==> config.mk <==
export PLATFORM = sky130hd
export DESIGN_NAME = cpsc_regs
export DESIGN_NICKNAME = d
export VERILOG_FILES = /design/src/cpsc_pkg.sv /design/src/cpsc_regs.sv
export SDC_FILE = /design/constraint.sdc
export NUM_CORES = 1
export LEC_CHECK = 0
export BUFFER_PORTS_ARGS = -buffer_cell sky130_fd_sc_hd__buf_2
export CAP_MARGIN = 25
export CORE_MARGIN = 3
export CORE_UTILIZATION = 40
export DETAILED_ROUTE_END_ITERATION = 10
export PLACE_DENSITY = 0.7
export SETUP_SLACK_MARGIN = 0.5
export SYNTH_ARGS = -nofsm -noshare
export SYNTH_HDL_FRONTEND = slang
export SYNTH_SLANG_ARGS = --single-unit
export TNS_END_PERCENT = 20
==> constraint.sdc <==
create_clock -name clk_i -period 3.08 [get_ports clk_i]
set_input_delay 0.616 -clock clk_i [delete_from_list [all_inputs] [get_ports clk_i]]
set_output_delay 0.616 -clock clk_i [all_outputs]
set_load 0.01 [all_outputs]
==> src/cpsc_pkg.sv <==
/*
 * Constants, register map and carrier types for the cable status and
 * control register bank. Assumes a 20 MHz system clock and 32-bit Wishbone.
 */
// Behaviour
// - Six-bit read-only node number from self-ID
// - Read-only flag set when node is root
// - Root hold-off bit requests root at next reset
// - Bus reset request bit starts reset soon
// - Six-bit read/write gap count
// - Top speed code always reads 01
// - Port total always reads 0011
// - Per-port line states, 00 at reset or busy
// - Per-port downstream flag, 1 for child
// - Per-port connection status, 1 when connected
// - Loop fault flag, write 0 clears, re-sets
// - Power trip clears both cable power copies
// - Power trip sets the power drop flag
// - Drop flag cleared by reset or write 0
// - Locally originated reset flag, sent in self-ID
// - Read-only bid flag for manager role
// - Three power class bits, index 0 MSB
// - Mode pin high: no short resets, treat long
// - Mode pin low: short request arbitrates, short reset
// - Short mode recognises remote short, keeps long
// - Long reset lasts 167 to 250 us
// - Short reset arbitration 1.3 to 80 us
package cpsc_pkg;
  localparam int CLK_PERIOD_NS = 50;
  localparam int LONG_RESET_MIN_NS = 167000;
  localparam int LONG_RESET_MAX_NS = 250000;
  localparam int ARB_MAX_NS = 80000;
  localparam int SHORT_RESET_MIN_NS = 1300;
  localparam int LONG_RESET_CYC = (LONG_RESET_MIN_NS + CLK_PERIOD_NS - 1) / CLK_PERIOD_NS;
  localparam int ARB_MAX_CYC = ARB_MAX_NS / CLK_PERIOD_NS;
  localparam int SHORT_RESET_CYC = (SHORT_RESET_MIN_NS + CLK_PERIOD_NS - 1) / CLK_PERIOD_NS;
  localparam int CNT_W = 12;
  localparam int NUM_PORTS = 3;
  localparam int ADR_W = 6;

  // Register indices; byte address is four times the index
  localparam logic [3:0] IDX_IDENT = 4'h0;
  localparam logic [3:0] IDX_CTRL = 4'h1;
  localparam logic [3:0] IDX_CAPS = 4'h2;
  localparam logic [3:0] IDX_PORT0 = 4'h3;
  localparam logic [3:0] IDX_PORT2 = 4'h5;
  localparam logic [3:0] IDX_EVENT = 4'h6;
  localparam logic [3:0] IDX_POWER = 4'h7;
  localparam logic [3:0] IDX_SPARE = 4'h8;
  localparam logic [3:0] IDX_SHORT = 4'h9;

  // Field positions
  localparam int B_ROOT = 6;
  localparam int B_CPS0 = 7;
  localparam int B_RHB = 0;
  localparam int B_IBR = 1;
  localparam int B_GAP = 2;
  localparam int B_NP = 4;
  localparam int B_CHILD = 4;
  localparam int B_CONN = 5;
  localparam int B_LOOP = 0;
  localparam int B_DROP = 1;
  localparam int B_CPS6 = 2;
  localparam int B_IR = 3;
  localparam int B_BID = 7;
  localparam int B_PC = 4;
  localparam int B_SHORT_RESET_REQUEST = 7;

  localparam logic [1:0] TOP_SPEED_CODE = 2'h1;
  localparam logic [3:0] PORT_TOTAL = 4'h3;
  localparam logic [1:0] LINE_INVALID = 2'h0;
  localparam logic [5:0] GAP_RESET = 6'h00;

  typedef enum logic [1:0] {
    CPSC_IDLE = 2'b00,
    CPSC_LONG = 2'b01,
    CPSC_ARB = 2'b10,
    CPSC_SHORT = 2'b11
  } cpsc_state_type;

  typedef struct packed {
    logic busy;
    logic connected;
    logic child;
    logic [1:0] b_state;
    logic [1:0] a_state;
  } cpsc_port_type;

  typedef struct packed {
    logic [ADR_W-1:0] adr;
    logic [31:0] dat;
    logic [3:0] sel;
    logic we;
    logic stb;
    logic cyc;
  } cpsc_wb_req_type;
endpackage

==> src/cpsc_regs.sv <==
/*
 * Register bank and bus reset sequencer of a three-port cable PHY.
 * Assumes a classic Wishbone master on clk_i and a PHY core on the same
 * clock; the mode, cable power, power class and bid pins are asynchronous.
 */
`timescale 1ns/10ps
`default_nettype none
module cpsc_regs (
  // Clock and reset
  input wire logic clk_i,
  input wire logic rst_i,
  // Wishbone slave
  input wire cpsc_pkg::cpsc_wb_req_type wb_req_i,
  output logic [31:0] wb_dat_o,
  output logic wb_ack_o,
  // PHY core status, same clock
  input wire logic [5:0] node_number_i,
  input wire logic is_root_i,
  input wire cpsc_pkg::cpsc_port_type [cpsc_pkg::NUM_PORTS-1:0] ports_i,
  input wire logic loop_timeout_i,
  input wire logic remote_reset_i,
  input wire logic remote_short_i,
  input wire logic arb_won_i,
  // Asynchronous pins
  input wire logic cable_power_ok_i,
  input wire logic short_reset_mode_pin_i,
  input wire logic bid_strap_i,
  input wire logic [2:0] power_class_i,
  // Controls toward the PHY core
  output logic root_holdoff_o,
  output logic [5:0] gap_count_o,
  output logic long_reset_drive_o,
  output logic arb_request_o,
  output logic short_reset_drive_o,
  output logic remote_as_short_o,
  output logic reset_originated_here_o
);
  import cpsc_pkg::*;

  typedef struct packed {
    cpsc_state_type st;
    logic [CNT_W-1:0] cnt;
    logic [31:0] dat;
    logic ack;
    logic root_holdoff;
    logic bus_reset_request;
    logic [5:0] gap;
    logic loop;
    logic drop;
    logic ir;
    logic short_reset_request;
    logic [1:0] cps_s;
    logic [1:0] mode_s;
    logic [1:0] bid_s;
    logic [2:0] pc_s1;
    logic [2:0] pc_s2;
    logic cps_ok;
    logic bid;
    logic strap_done;
    logic remote_d;
    logic remote_short_o;
  } cpsc_regs_type;

  cpsc_regs_type s_r;
  cpsc_regs_type s_nxt;
  logic [3:0] idx;
  logic sel_ok;
  logic access;
  logic wr;
  logic [7:0] wbyte;
  logic mode_long;

  // Only the aligned word of a register is mapped
  function automatic logic [7:0] read_reg(input logic [3:0] i, input cpsc_regs_type s,
                                         input logic [5:0] nn, input logic root,
                                         input cpsc_port_type [NUM_PORTS-1:0] p);
    logic [7:0] v;
    int k;
    v = 8'h00;
    k = 0;
    if (i == IDX_IDENT) begin
      v[5:0] = nn;
      v[B_ROOT] = root;
      v[B_CPS0] = s.cps_ok;
    end else if (i == IDX_CTRL) begin
      v[B_RHB] = s.root_holdoff;
      v[B_IBR] = s.bus_reset_request;
      v[B_GAP +: 6] = s.gap;
    end else if (i == IDX_CAPS) begin
      v[1:0] = TOP_SPEED_CODE;
      v[B_NP +: 4] = PORT_TOTAL;
    end else if (i >= IDX_PORT0 && i <= IDX_PORT2) begin
      k = int'(i - IDX_PORT0);
      // Line state is only meaningful while the pair is idle
      if (p[k].busy || s.strap_done == 1'b0) begin
        v[3:0] = {LINE_INVALID, LINE_INVALID};
      end else begin
        v[3:0] = {p[k].b_state, p[k].a_state};
      end
      v[B_CHILD] = p[k].child;
      v[B_CONN] = p[k].connected;
    end else if (i == IDX_EVENT) begin
      v[B_LOOP] = s.loop;
      v[B_DROP] = s.drop;
      v[B_CPS6] = s.cps_ok;
      v[B_IR] = s.ir;
      v[B_BID] = s.bid;
    end else if (i == IDX_POWER) begin
      v[B_PC +: 3] = {s.pc_s2[0], s.pc_s2[1], s.pc_s2[2]};
      v[B_BID] = s.bid;
    end else if (i == IDX_SHORT) begin
      v[B_SHORT_RESET_REQUEST] = s.short_reset_request;
    end
    return v;
  endfunction

  assign idx = wb_req_i.adr[ADR_W-1:2];
  assign sel_ok = wb_req_i.adr[1:0] == 2'b00;
  assign access = wb_req_i.cyc && wb_req_i.stb && !s_r.ack;
  assign wr = access && wb_req_i.we && wb_req_i.sel[0] && sel_ok;
  assign wbyte = wb_req_i.dat[7:0];
  assign mode_long = s_r.mode_s[1];

  always_comb begin
    s_nxt = s_r;
    // Two-flop synchronisers; only the second stage feeds logic
    s_nxt.cps_s = {s_r.cps_s[0], cable_power_ok_i};
    s_nxt.mode_s = {s_r.mode_s[0], short_reset_mode_pin_i};
    s_nxt.bid_s = {s_r.bid_s[0], bid_strap_i};
    s_nxt.pc_s1 = power_class_i;
    s_nxt.pc_s2 = s_r.pc_s1;
    s_nxt.cps_ok = s_r.cps_s[1];
    // Bid strap caught once the synchroniser has settled after reset
    s_nxt.strap_done = 1'b1;
    if (!s_r.strap_done) begin
      s_nxt.bid = s_r.bid_s[1];
    end

    // Bus slave: one wait state, unmapped words read zero
    s_nxt.ack = access;
    s_nxt.dat = 32'h0000_0000;
    if (access && !wb_req_i.we && sel_ok) begin
      s_nxt.dat = {24'h00_0000, read_reg(idx, s_r, node_number_i, is_root_i, ports_i)};
    end
    if (wr && idx == IDX_CTRL) begin
      s_nxt.root_holdoff = wbyte[B_RHB];
      s_nxt.bus_reset_request = wbyte[B_IBR];
      s_nxt.gap = wbyte[B_GAP +: 6];
    end
    if (wr && idx == IDX_EVENT) begin
      if (!wbyte[B_LOOP]) begin
        s_nxt.loop = 1'b0;
      end
      if (!wbyte[B_DROP]) begin
        s_nxt.drop = 1'b0;
      end
      s_nxt.ir = wbyte[B_IR];
    end
    if (wr && idx == IDX_SHORT) begin
      s_nxt.short_reset_request = wbyte[B_SHORT_RESET_REQUEST];
    end

    // Hardware events win over a clearing write in the same cycle
    if (loop_timeout_i) begin
      s_nxt.loop = 1'b1;
    end
    // Power copy is still zero in the first cycle after reset
    if (!s_r.cps_ok && s_r.strap_done) begin
      s_nxt.drop = 1'b1;
    end

    // Remote reset: only an arbitrated one in short mode is treated as short
    s_nxt.remote_d = remote_reset_i;
    if (remote_reset_i && !s_r.remote_d) begin
      s_nxt.ir = 1'b0;
      s_nxt.remote_short_o = remote_short_i && !mode_long;
    end

    s_nxt.cnt = s_r.cnt + 1'b1;
    case (s_r.st)
      CPSC_IDLE: begin
        s_nxt.cnt = '0;
        if (s_r.bus_reset_request) begin
          s_nxt.st = CPSC_LONG;
          s_nxt.bus_reset_request = 1'b0;
          s_nxt.ir = 1'b1;
        end else if (s_r.short_reset_request && mode_long) begin
          s_nxt.short_reset_request = 1'b0;
        end else if (s_r.short_reset_request) begin
          s_nxt.st = CPSC_ARB;
          s_nxt.short_reset_request = 1'b0;
        end
      end
      CPSC_ARB: begin
        if (arb_won_i) begin
          s_nxt.st = CPSC_SHORT;
          s_nxt.cnt = '0;
          s_nxt.ir = 1'b1;
        end else if (s_r.cnt == CNT_W'(ARB_MAX_CYC - 1)) begin
          // Arbitration lost for too long: fall back to a full reset
          s_nxt.st = CPSC_LONG;
          s_nxt.cnt = '0;
          s_nxt.ir = 1'b1;
        end
      end
      CPSC_SHORT: begin
        if (s_r.cnt == CNT_W'(SHORT_RESET_CYC - 1)) begin
          s_nxt.st = CPSC_IDLE;
        end
      end
      CPSC_LONG: begin
        if (s_r.cnt == CNT_W'(LONG_RESET_CYC - 1)) begin
          s_nxt.st = CPSC_IDLE;
        end
      end
      default: begin
        s_nxt.st = CPSC_IDLE;
      end
    endcase

    if (rst_i) begin
      s_nxt = '0;
      s_nxt.gap = GAP_RESET;
      s_nxt.st = CPSC_IDLE;
      // Synchronisers run through reset so straps are valid at release
      s_nxt.cps_s = {s_r.cps_s[0], cable_power_ok_i};
      s_nxt.mode_s = {s_r.mode_s[0], short_reset_mode_pin_i};
      s_nxt.bid_s = {s_r.bid_s[0], bid_strap_i};
      s_nxt.pc_s1 = power_class_i;
      s_nxt.pc_s2 = s_r.pc_s1;
    end
  end

  always_ff @(posedge clk_i) begin
    s_r <= s_nxt;
  end

  // Drive outputs from flops loaded with the decoded next state
  logic long_q;
  logic arb_q;
  logic short_q;
  always_ff @(posedge clk_i) begin
    if (rst_i) begin
      long_q <= 1'b0;
      arb_q <= 1'b0;
      short_q <= 1'b0;
    end else begin
      long_q <= s_nxt.st == CPSC_LONG;
      arb_q <= s_nxt.st == CPSC_ARB;
      short_q <= s_nxt.st == CPSC_SHORT;
    end
  end

  assign wb_dat_o = s_r.dat;
  assign wb_ack_o = s_r.ack;
  assign root_holdoff_o = s_r.root_holdoff;
  assign gap_count_o = s_r.gap;
  assign long_reset_drive_o = long_q;
  assign arb_request_o = arb_q;
  assign short_reset_drive_o = short_q;
  assign remote_as_short_o = s_r.remote_short_o;
  assign reset_originated_here_o = s_r.ir;

  // Checks next to the logic they guard
  int unsigned long_len;
  always_ff @(posedge clk_i) begin
    if (rst_i || !long_q) begin
      long_len <= 0;
    end else begin
      long_len <= long_len + 1;
    end
  end

  AST_LONG_BOUNDED: assert property (@(posedge clk_i) disable iff (rst_i)
    long_len <= LONG_RESET_MAX_NS / CLK_PERIOD_NS)
    else $error("long reset drive exceeds its maximum");

  AST_LONG_MIN: assert property (@(posedge clk_i) disable iff (rst_i)
    $fell(long_q) |-> $past(long_len) >= LONG_RESET_CYC - 1)
    else $error("long reset ended too early");

  AST_SHORT_LEN: assert property (@(posedge clk_i) disable iff (rst_i)
    $rose(short_q) |-> short_q [*8] ##[1:30] !short_q)
    else $error("short reset length out of bounds");

  AST_NO_SHORT_IN_LONG_MODE: assert property (@(posedge clk_i) disable iff (rst_i)
    (s_r.mode_s[1] && s_r.st == CPSC_IDLE && !s_r.bus_reset_request) |=> !arb_q)
    else $error("arbitration started while mode pin high");

  AST_SHORT_RESET_REQUEST_ARB: assert property (@(posedge clk_i) disable iff (rst_i)
    (s_r.st == CPSC_IDLE && !s_r.bus_reset_request && s_r.short_reset_request && !s_r.mode_s[1]) |=> arb_q)
    else $error("short request did not start arbitration");

  AST_IBR_LONG: assert property (@(posedge clk_i) disable iff (rst_i)
    (s_r.st == CPSC_IDLE && s_r.bus_reset_request) |=> ##1 long_q && s_r.ir)
    else $error("reset request did not start long reset");

  AST_DROP_SETS: assert property (@(posedge clk_i) disable iff (rst_i)
    (!s_r.cps_ok && s_r.strap_done) |=> s_r.drop)
    else $error("power drop flag not set while cable power low");

  AST_CPS_FOLLOWS: assert property (@(posedge clk_i) disable iff (rst_i)
    !s_r.cps_s[1] |=> !s_r.cps_ok)
    else $error("cable power copy not cleared on trip");

  AST_LOOP_WINS: assert property (@(posedge clk_i) disable iff (rst_i)
    loop_timeout_i |=> s_r.loop)
    else $error("loop fault flag lost");

  AST_ACK_PULSE: assert property (@(posedge clk_i) disable iff (rst_i)
    wb_ack_o |=> !wb_ack_o)
    else $error("ack held longer than one cycle");

  AST_SPEED_READ: assert property (@(posedge clk_i) disable iff (rst_i)
    (access && !wb_req_i.we && sel_ok && idx == IDX_CAPS) |=>
      wb_dat_o == {24'h00_0000, PORT_TOTAL, 2'b00, TOP_SPEED_CODE})
    else $error("capability register reads wrong");

  AST_RESERVED_ZERO: assert property (@(posedge clk_i) disable iff (rst_i)
    wb_ack_o |-> wb_dat_o[31:8] == 24'h00_0000)
    else $error("bits above the byte not zero");
endmodule
`default_nettype wire

==> results of run 1 <==
[power groups by stage]
stage,Clock [mW],Sequential (mW),Combinational [mW]
after floorplan,0,0.746,0.101
after global placement,0,0.748,0.132
after detailed placement,0,0.748,0.134
after CTS,0.407,0.731,0.134
after global routing,0.434,0.733,0.154
final,0.392,0.731,0.136
[sequential cells by signal (all words and copies together) (netlist names)]
signal and cells:
arb_request_o 1, gap_count_o 6, long_reset_drive_o 1, mode_long 1, remote_as_short_o 1, reset_originated_here_o 1, root_holdoff_o 1, s_r 33
short_reset_drive_o 1, wb_ack_o 1, wb_dat_o 8
[worst paths after layout]
path,endpoint,startpoint,slack (ps)
max,wb_dat_o[2],wb_req_i[41],750
min,mode_long,s_r[13],330
max reg2reg,s_r[70],s_r[62],820
min reg2reg,mode_long,s_r[13],330
[Yosys cell counts (all sizes together), types with 3 or more instances]
library cell / instances
xnor2: 5
xor2: 5
mux2: 3
a22oi: 5
nand2: 19
or4: 3
ha: 7
dfxtp: 55
a21oi: 9
and4b: 4
nand3: 5
o2bb2ai: 3
nor2b: 7
o21ai: 7
inv: 9
mux2i: 16
nor3: 11
clkbuf: 5
a211oi: 5
nor2: 45
nor4: 3
buf: 40
[cells by family after synthesis]
kind of cell | Yosys count | synth area share (%)
AOI/OAI and AO/OA | 45 | 11.44
adders and majority gates | 7 | 3.164
other | 1 | 0.1355
DFF | 55 | 39.78
muxes | 19 | 7.007
xor gates and xnor gates | 10 | 3.164
buffers and inverters | 54 | 12.57
and+or+nand+nor | 114 | 22.74
[routing by layer]
| metal | up-vias | share of wire (%) | GRT usage, % |
|---|---|---|---|
| li1 | 1126 | - | - |
| met1 | 992 | 44 | 18.29 |
| met3 | 2 | 6.1 | 3.041 |
| met2 | 74 | 49 | 23.24 |
| met5 | - | 0 | 0 |
| met4 | 0 | 0.67 | 5.277 |
[final cells by class]
type	count	area, sq um	share of cell area (%)
clock buffer	6	82.58	2.650
clock inverter	1	5.005	0.1606
multi-input combinational	219	1408	45.16
timing repair buffer	78	390.4	12.53
sequential	55	1101	35.33
tap	77	96.34	3.091
inverter	9	33.78	1.084
[critical path, stage by stage]
cell and delay, ps:
buf_2 160, inv_1 150, ha_2 510, mux2_2 370, a22oi_1 160, o2111a_1 270
a22oi_1 120, nor3_1 190
[metrics by stage]
step | total power [mW] | std cells | setup slack (ps)
after floorplan | 0.8472 | 328 | 1020
after global placement | 0.8801 | 438 | 433.3
after detailed placement | 0.8821 | 438 | 353.6
after CTS | 1.273 | 445 | 671.9
after global routing | 1.321 | 445 | 570.8
final | 1.259 | 445 | 749.0
==> results.py, run 1 <==
metrics = {
    "status": {
        "run_status": "completed",
    },
    "timing": {
        "slew_violations": 0,
        "tns_ps": 0,
        "rsz0062_at_grt": "no",
        "layout_min_cycle_time_ps": 2331,
        "fmaxAchievable_ghz": 0.4290,
        "setup_viol": 0,
        "finClkSkew_ps": 4.078,
        "slew_headroom_pct": 45.25,
        "worst_slew_pin_slew_ps": 815.8,
        "finalHoldViolations": 0,
        "min_period_over_period_pct": 75.68,
        "holdWs_ps": 334.8,
    },
    "finish": {
        "final_area_sq_um": 3117,
        "drive_gt1_share_pct": 27.45,
        "layout_commonest_cell": "buf_2",
        "nets": 460,
        "final_util_pct": 47.72,
        "n_antenna_cell": 0,
        "fill_cells": 632,
        "area_growth_pct": 12.61,
        "final_cell_mix": "78 x buf_2, 55 x dfxtp_1, 44 x nor2_1",
    },
    "synthesis": {
        "syn_area_per_cell_sq_um": 9.074,
        "syn_area_sq_um": 2768,
        "synthTopCellsByArea": "dfxtp_1 40%, buf_4 10%, nor2_1 6.0%, mux2i_1 5.8%, ha_1 3.2%",
        "synth_cells": 305,
        "ys_warn_count": 0,
        "synth_seq_cells": 55,
        "synth_cell_type_count": 56,
        "synth_top_area_share_pct": 39.78,
        "synth_top_cell_by_area": "dfxtp_1",
        "ys.flop_type": "dfxtp_1",
        "async_flop_share_pct": 0,
        "ys_seq_area_share_pct": 39.78,
        "synth-edff-count": 0,
    },
    "placed_design": {
        "numPortBuffers": 78,
        "place.gp.congestion": 0.7845,
        "dp.final_hpwl_um": 4570,
        "placed_area_sq_um": 3027,
    },
    "power": {
        "internal_power_mw": 0.9604,
        "power.net_switching_mw": 0.2991,
        "ir_drop_mv": 0.1955,
        "p_seq_share_pct": 58.1,
        "swShare_pct": 23.75,
        "combPwrFrac_pct": 10.8,
        "clkPwrFrac_pct": 31.2,
        "p_per_area_nw_per_um2": 404.1,
        "power_leakage_nw": 1.395,
    },
    "clock_network": {
        "cts_buffers": 5,
        "cts_tree": "built",
        "htreeDepth": 2,
        "insertion_delay_ps": 290,
        "clkSinkCount": 55,
        "clk_pin_slew_ps": 90,
        "clockBufferDepth": 2,
        "cts_hold_buf": 0,
        "cts_resized": 0,
        "clockRootBuffer": "clkbuf_8",
        "cts_setup_buffers": 0,
    },
    "global_routing": {
        "grt_pass1_wl_um": 8873,
        "grt_max_degree": 23,
        "grt_antenna_before_repair": 0,
        "track_usage_pct": 14.18,
        "grt-ovfl-total": 0,
        "grt_pass1_vias": 1941,
    },
    "drt": {
        "wl_per_cell_um": 12.74,
        "wl_um": 5668,
        "vias": 2194,
        "routed_via_density": 4.930,
        "route.detailed.drc": 0,
        "firstDrtPassIters": 5,
        "ant_nets": 0,
        "drtIter0Drc": 135,
    },
    "floorplan": {
        "row_count": 29,
        "die_h_um": 89.18,
        "chipWidth_um": 89.18,
        "start_util_pct": 42.38,
        "fp.coreArea_sq_um": 6531,
        "io_pins": 130,
        "die-area_sq_um": 7953,
    },
    "worst_setup_path": {
        "path_max_fanout": 11,
        "crit_arrival_ps": 2550,
        "worstSetupStartpointType": "primary input",
        "critPathRequiredTime_ps": 3300,
        "cp-end-kind": "register",
        "path_class": "in -> reg",
        "worst-r2r-cell-count": 6,
    },
    "worst_hold_path": {
        "hold_depth": 0,
        "min_path_type": "reg -> reg",
    },
    "run": {
        "maxCapViolCount": 0,
    },
}
(Power assumes the default switching activity.)
==> run 2: changes to the inputs <==
==> constraint.sdc (replaced) <==
create_clock -name clk_i -period 2.3 [get_ports clk_i]
set_input_delay 0.46 -clock clk_i [delete_from_list [all_inputs] [get_ports clk_i]]
set_output_delay 0.46 -clock clk_i [all_outputs]
set_load 0.01 [all_outputs]
==> run 2 against run 1 <==
Global-route usage rose by 0.16 points. Clock skew rose by 6.7 ps. Register-to-register slack got worse by 340 ps. Worst setup slack got worse by 270 ps. Largest power group unchanged. Flip-flop and latch count did not move. Die area did not move. Sequential power rose by 34%. Critical path depth fell by 3. Via count rose by 2.1%. Count of clock-buffer cells in the layout did not move.
==> results.py, run 2 (same netlist as run 1, synthesis figures left out) <==
metrics = {
    "status": {
        "run_status": "completed",
    },
    "finish": {
        "nets": 467,
        "drive_gt1_share_pct": 33.60,
        "top_register": "s_r",
        "largest_register_ffs": 33,
        "final_cell_mix": "78 x buf_2, 50 x dfxtp_1, 42 x nor2_1",
        "area_growth_pct": 19.53,
        "n_antenna_cell": 0,
        "fill_cells": 628,
        "layout_commonest_cell": "buf_2",
        "finalNonFillerCells": 452,
        "final_area_sq_um": 3308,
        "final_util_pct": 50.65,
    },
    "global_routing": {
        "track_usage_pct": 14.35,
        "grt_pass1_wl_um": 8963,
        "grt_max_degree": 23,
        "grt_pass1_vias": 1948,
        "grt_antenna_before_repair": 0,
        "grt-ovfl-total": 0,
    },
    "power": {
        "ir_drop_mv": 0.4410,
        "power_leakage_nw": 1.459,
        "p_per_area_nw_per_um2": 540.6,
    },
    "timing": {
        "rsz0062_at_grt": "yes",
        "slew_violations": 0,
        "finClkSkew_ps": 10.75,
        "finalHoldViolations": 0,
        "holdWs_ps": 251.8,
        "setup_viol": 0,
        "layout_min_cycle_time_ps": 1823,
        "fmaxAchievable_ghz": 0.5486,
        "tns_ps": 0,
        "min_period_over_period_pct": 79.25,
    },
    "clock_network": {
        "cts_tree": "built",
        "clockRootBuffer": "clkbuf_8",
        "cts_hold_buf": 0,
        "htreeDepth": 2,
        "cts_buffers": 5,
        "clk_pin_slew_ps": 90,
        "clkSinkCount": 55,
        "insertion_delay_ps": 300,
        "clockBufferDepth": 2,
    },
    "placed_design": {
        "numPortBuffers": 78,
        "dp.final_hpwl_um": 4572,
        "placed_area_sq_um": 3079,
        "place.gp.congestion": 0.8459,
        "place_inst": 444,
    },
    "worst_setup_path": {
        "cp-end-kind": "register",
        "worst-r2r-cell-count": 5,
        "critPathTopFamily": "simple AND/OR/NAND/NOR gates",
        "path_max_fanout": 4,
        "cp_slowest_stage_delay_ps": 540,
        "critical_path_depth": 5,
        "reg2reg_slack_ps": 480,
        "crit_arrival_ps": 2070,
        "critPathRequiredTime_ps": 2540,
        "crit_chain": "or4_4 -> nor4_4 -> nor3_2 -> or3b_4 -> nor2b_4",
        "worstSetupStartpointType": "register",
        "path_class": "reg -> reg",
        "cp_num_buf_inv": 0,
        "cp_slowest_cell": "or4_4",
    },
    "floorplan": {
        "start_util_pct": 42.38,
        "fp.coreArea_sq_um": 6531,
        "io_pins": 130,
        "die_h_um": 89.18,
        "row_count": 29,
        "chipWidth_um": 89.18,
        "die-area_sq_um": 7953,
    },
    "worst_hold_path": {
        "min_path_type": "in -> reg",
        "hold_depth": 1,
    },
    "run": {
        "maxCapViolCount": 0,
    },
    "drt": {
        "firstDrtPassIters": 4,
        "dr_wl_met3_um": 338,
        "drtIter0Drc": 159,
        "routed_via_density": 4.958,
        "wl_met1_um": 2812,
        "top_layer": "met4",
        "ant_nets": 0,
        "vias": 2241,
        "wl_um": 5970,
        "wl_per_cell_um": 13.21,
        "dr_wl_met2_um": 2773,
        "route.detailed.drc": 0,
    },
}
run 2: changes by cell type in the layout (fill, tap and decap cells not counted), moves of 2 or more:
cell       previous run  this run
dfxtp_1              55        50
dfxtp_4               0         3
ha_4                  0         2
a2111oi_1             0         2
nor3_1               10         8
buf_4                 0         7
nor2_1               44        42
a211oi_2              0         2
a2111oi_0             2         0
dfxtp_2               0         2
a211oi_1              5         3
run 2: what timing repair did:
action,4_1_cts,5_1_grt
endpoints found under the setup margin,23,27
pin swaps,2,5
resized for setup,11,18
buffers inserted,0,1
run 2: final timing paths:
| kind | from | to |
|---|---|---|
| worst min-delay path | short_reset_mode_pin_i | s_r[13] |
| worst min register to register | s_r[9] | s_r[6] |
| worst max register to register | s_r[69] | long_reset_drive_o |
| worst max-delay path | s_r[69] | long_reset_drive_o |
run 2: power breakdown:
group / switching [mW] / leakage, nW / total, mW / internal, mW
sequential: 0.00881 / 0.453 / 0.976 / 0.967
combinational: 0.111 / 0.954 / 0.199 / 0.0881
clock: 0.294 / 0.0513 / 0.613 / 0.320
run 2: routing by layer:
layer  track usage [%]  vias to the layer above
li1                  -                     1138
met1             19.88                     1026
met2             22.30                       73
met3             3.318                        4
met4             4.195                        0
met5                 0                        -
run 2: worst register-to-register path: stages, from the launching register on:
cell and delay [ps]:
dfxtp_4 360, or4_4 540, nor4_4 240, nor3_2 80
or3b_4 410, nor2b_4 120
run 2: layout make-up:
class                           instances  area (sq um)  share of cell area, %
Tap cell                               77         96.34                  2.912
Clock inverter                          1         30.03                 0.9077
Clock buffer                            6         72.57                  2.194
Multi-Input combinational cell        219          1518                  45.88
Sequential cell                        55          1115                  33.70
Inverter                                9         33.78                  1.021
Timing Repair Buffer                   85         442.9                  13.39
run 2: per-stage QoR:
| stage | power [mW] | setup WS, ps |
|---|---|---|
| floorplan | 1.135 | 425.1 |
| global placement | 1.188 | 125.1 |
| detailed placement | 1.191 | 65.23 |
| CTS | 1.812 | 474.0 |
| global route | 1.861 | 373.6 |
| finish | 1.789 | 477.2 |
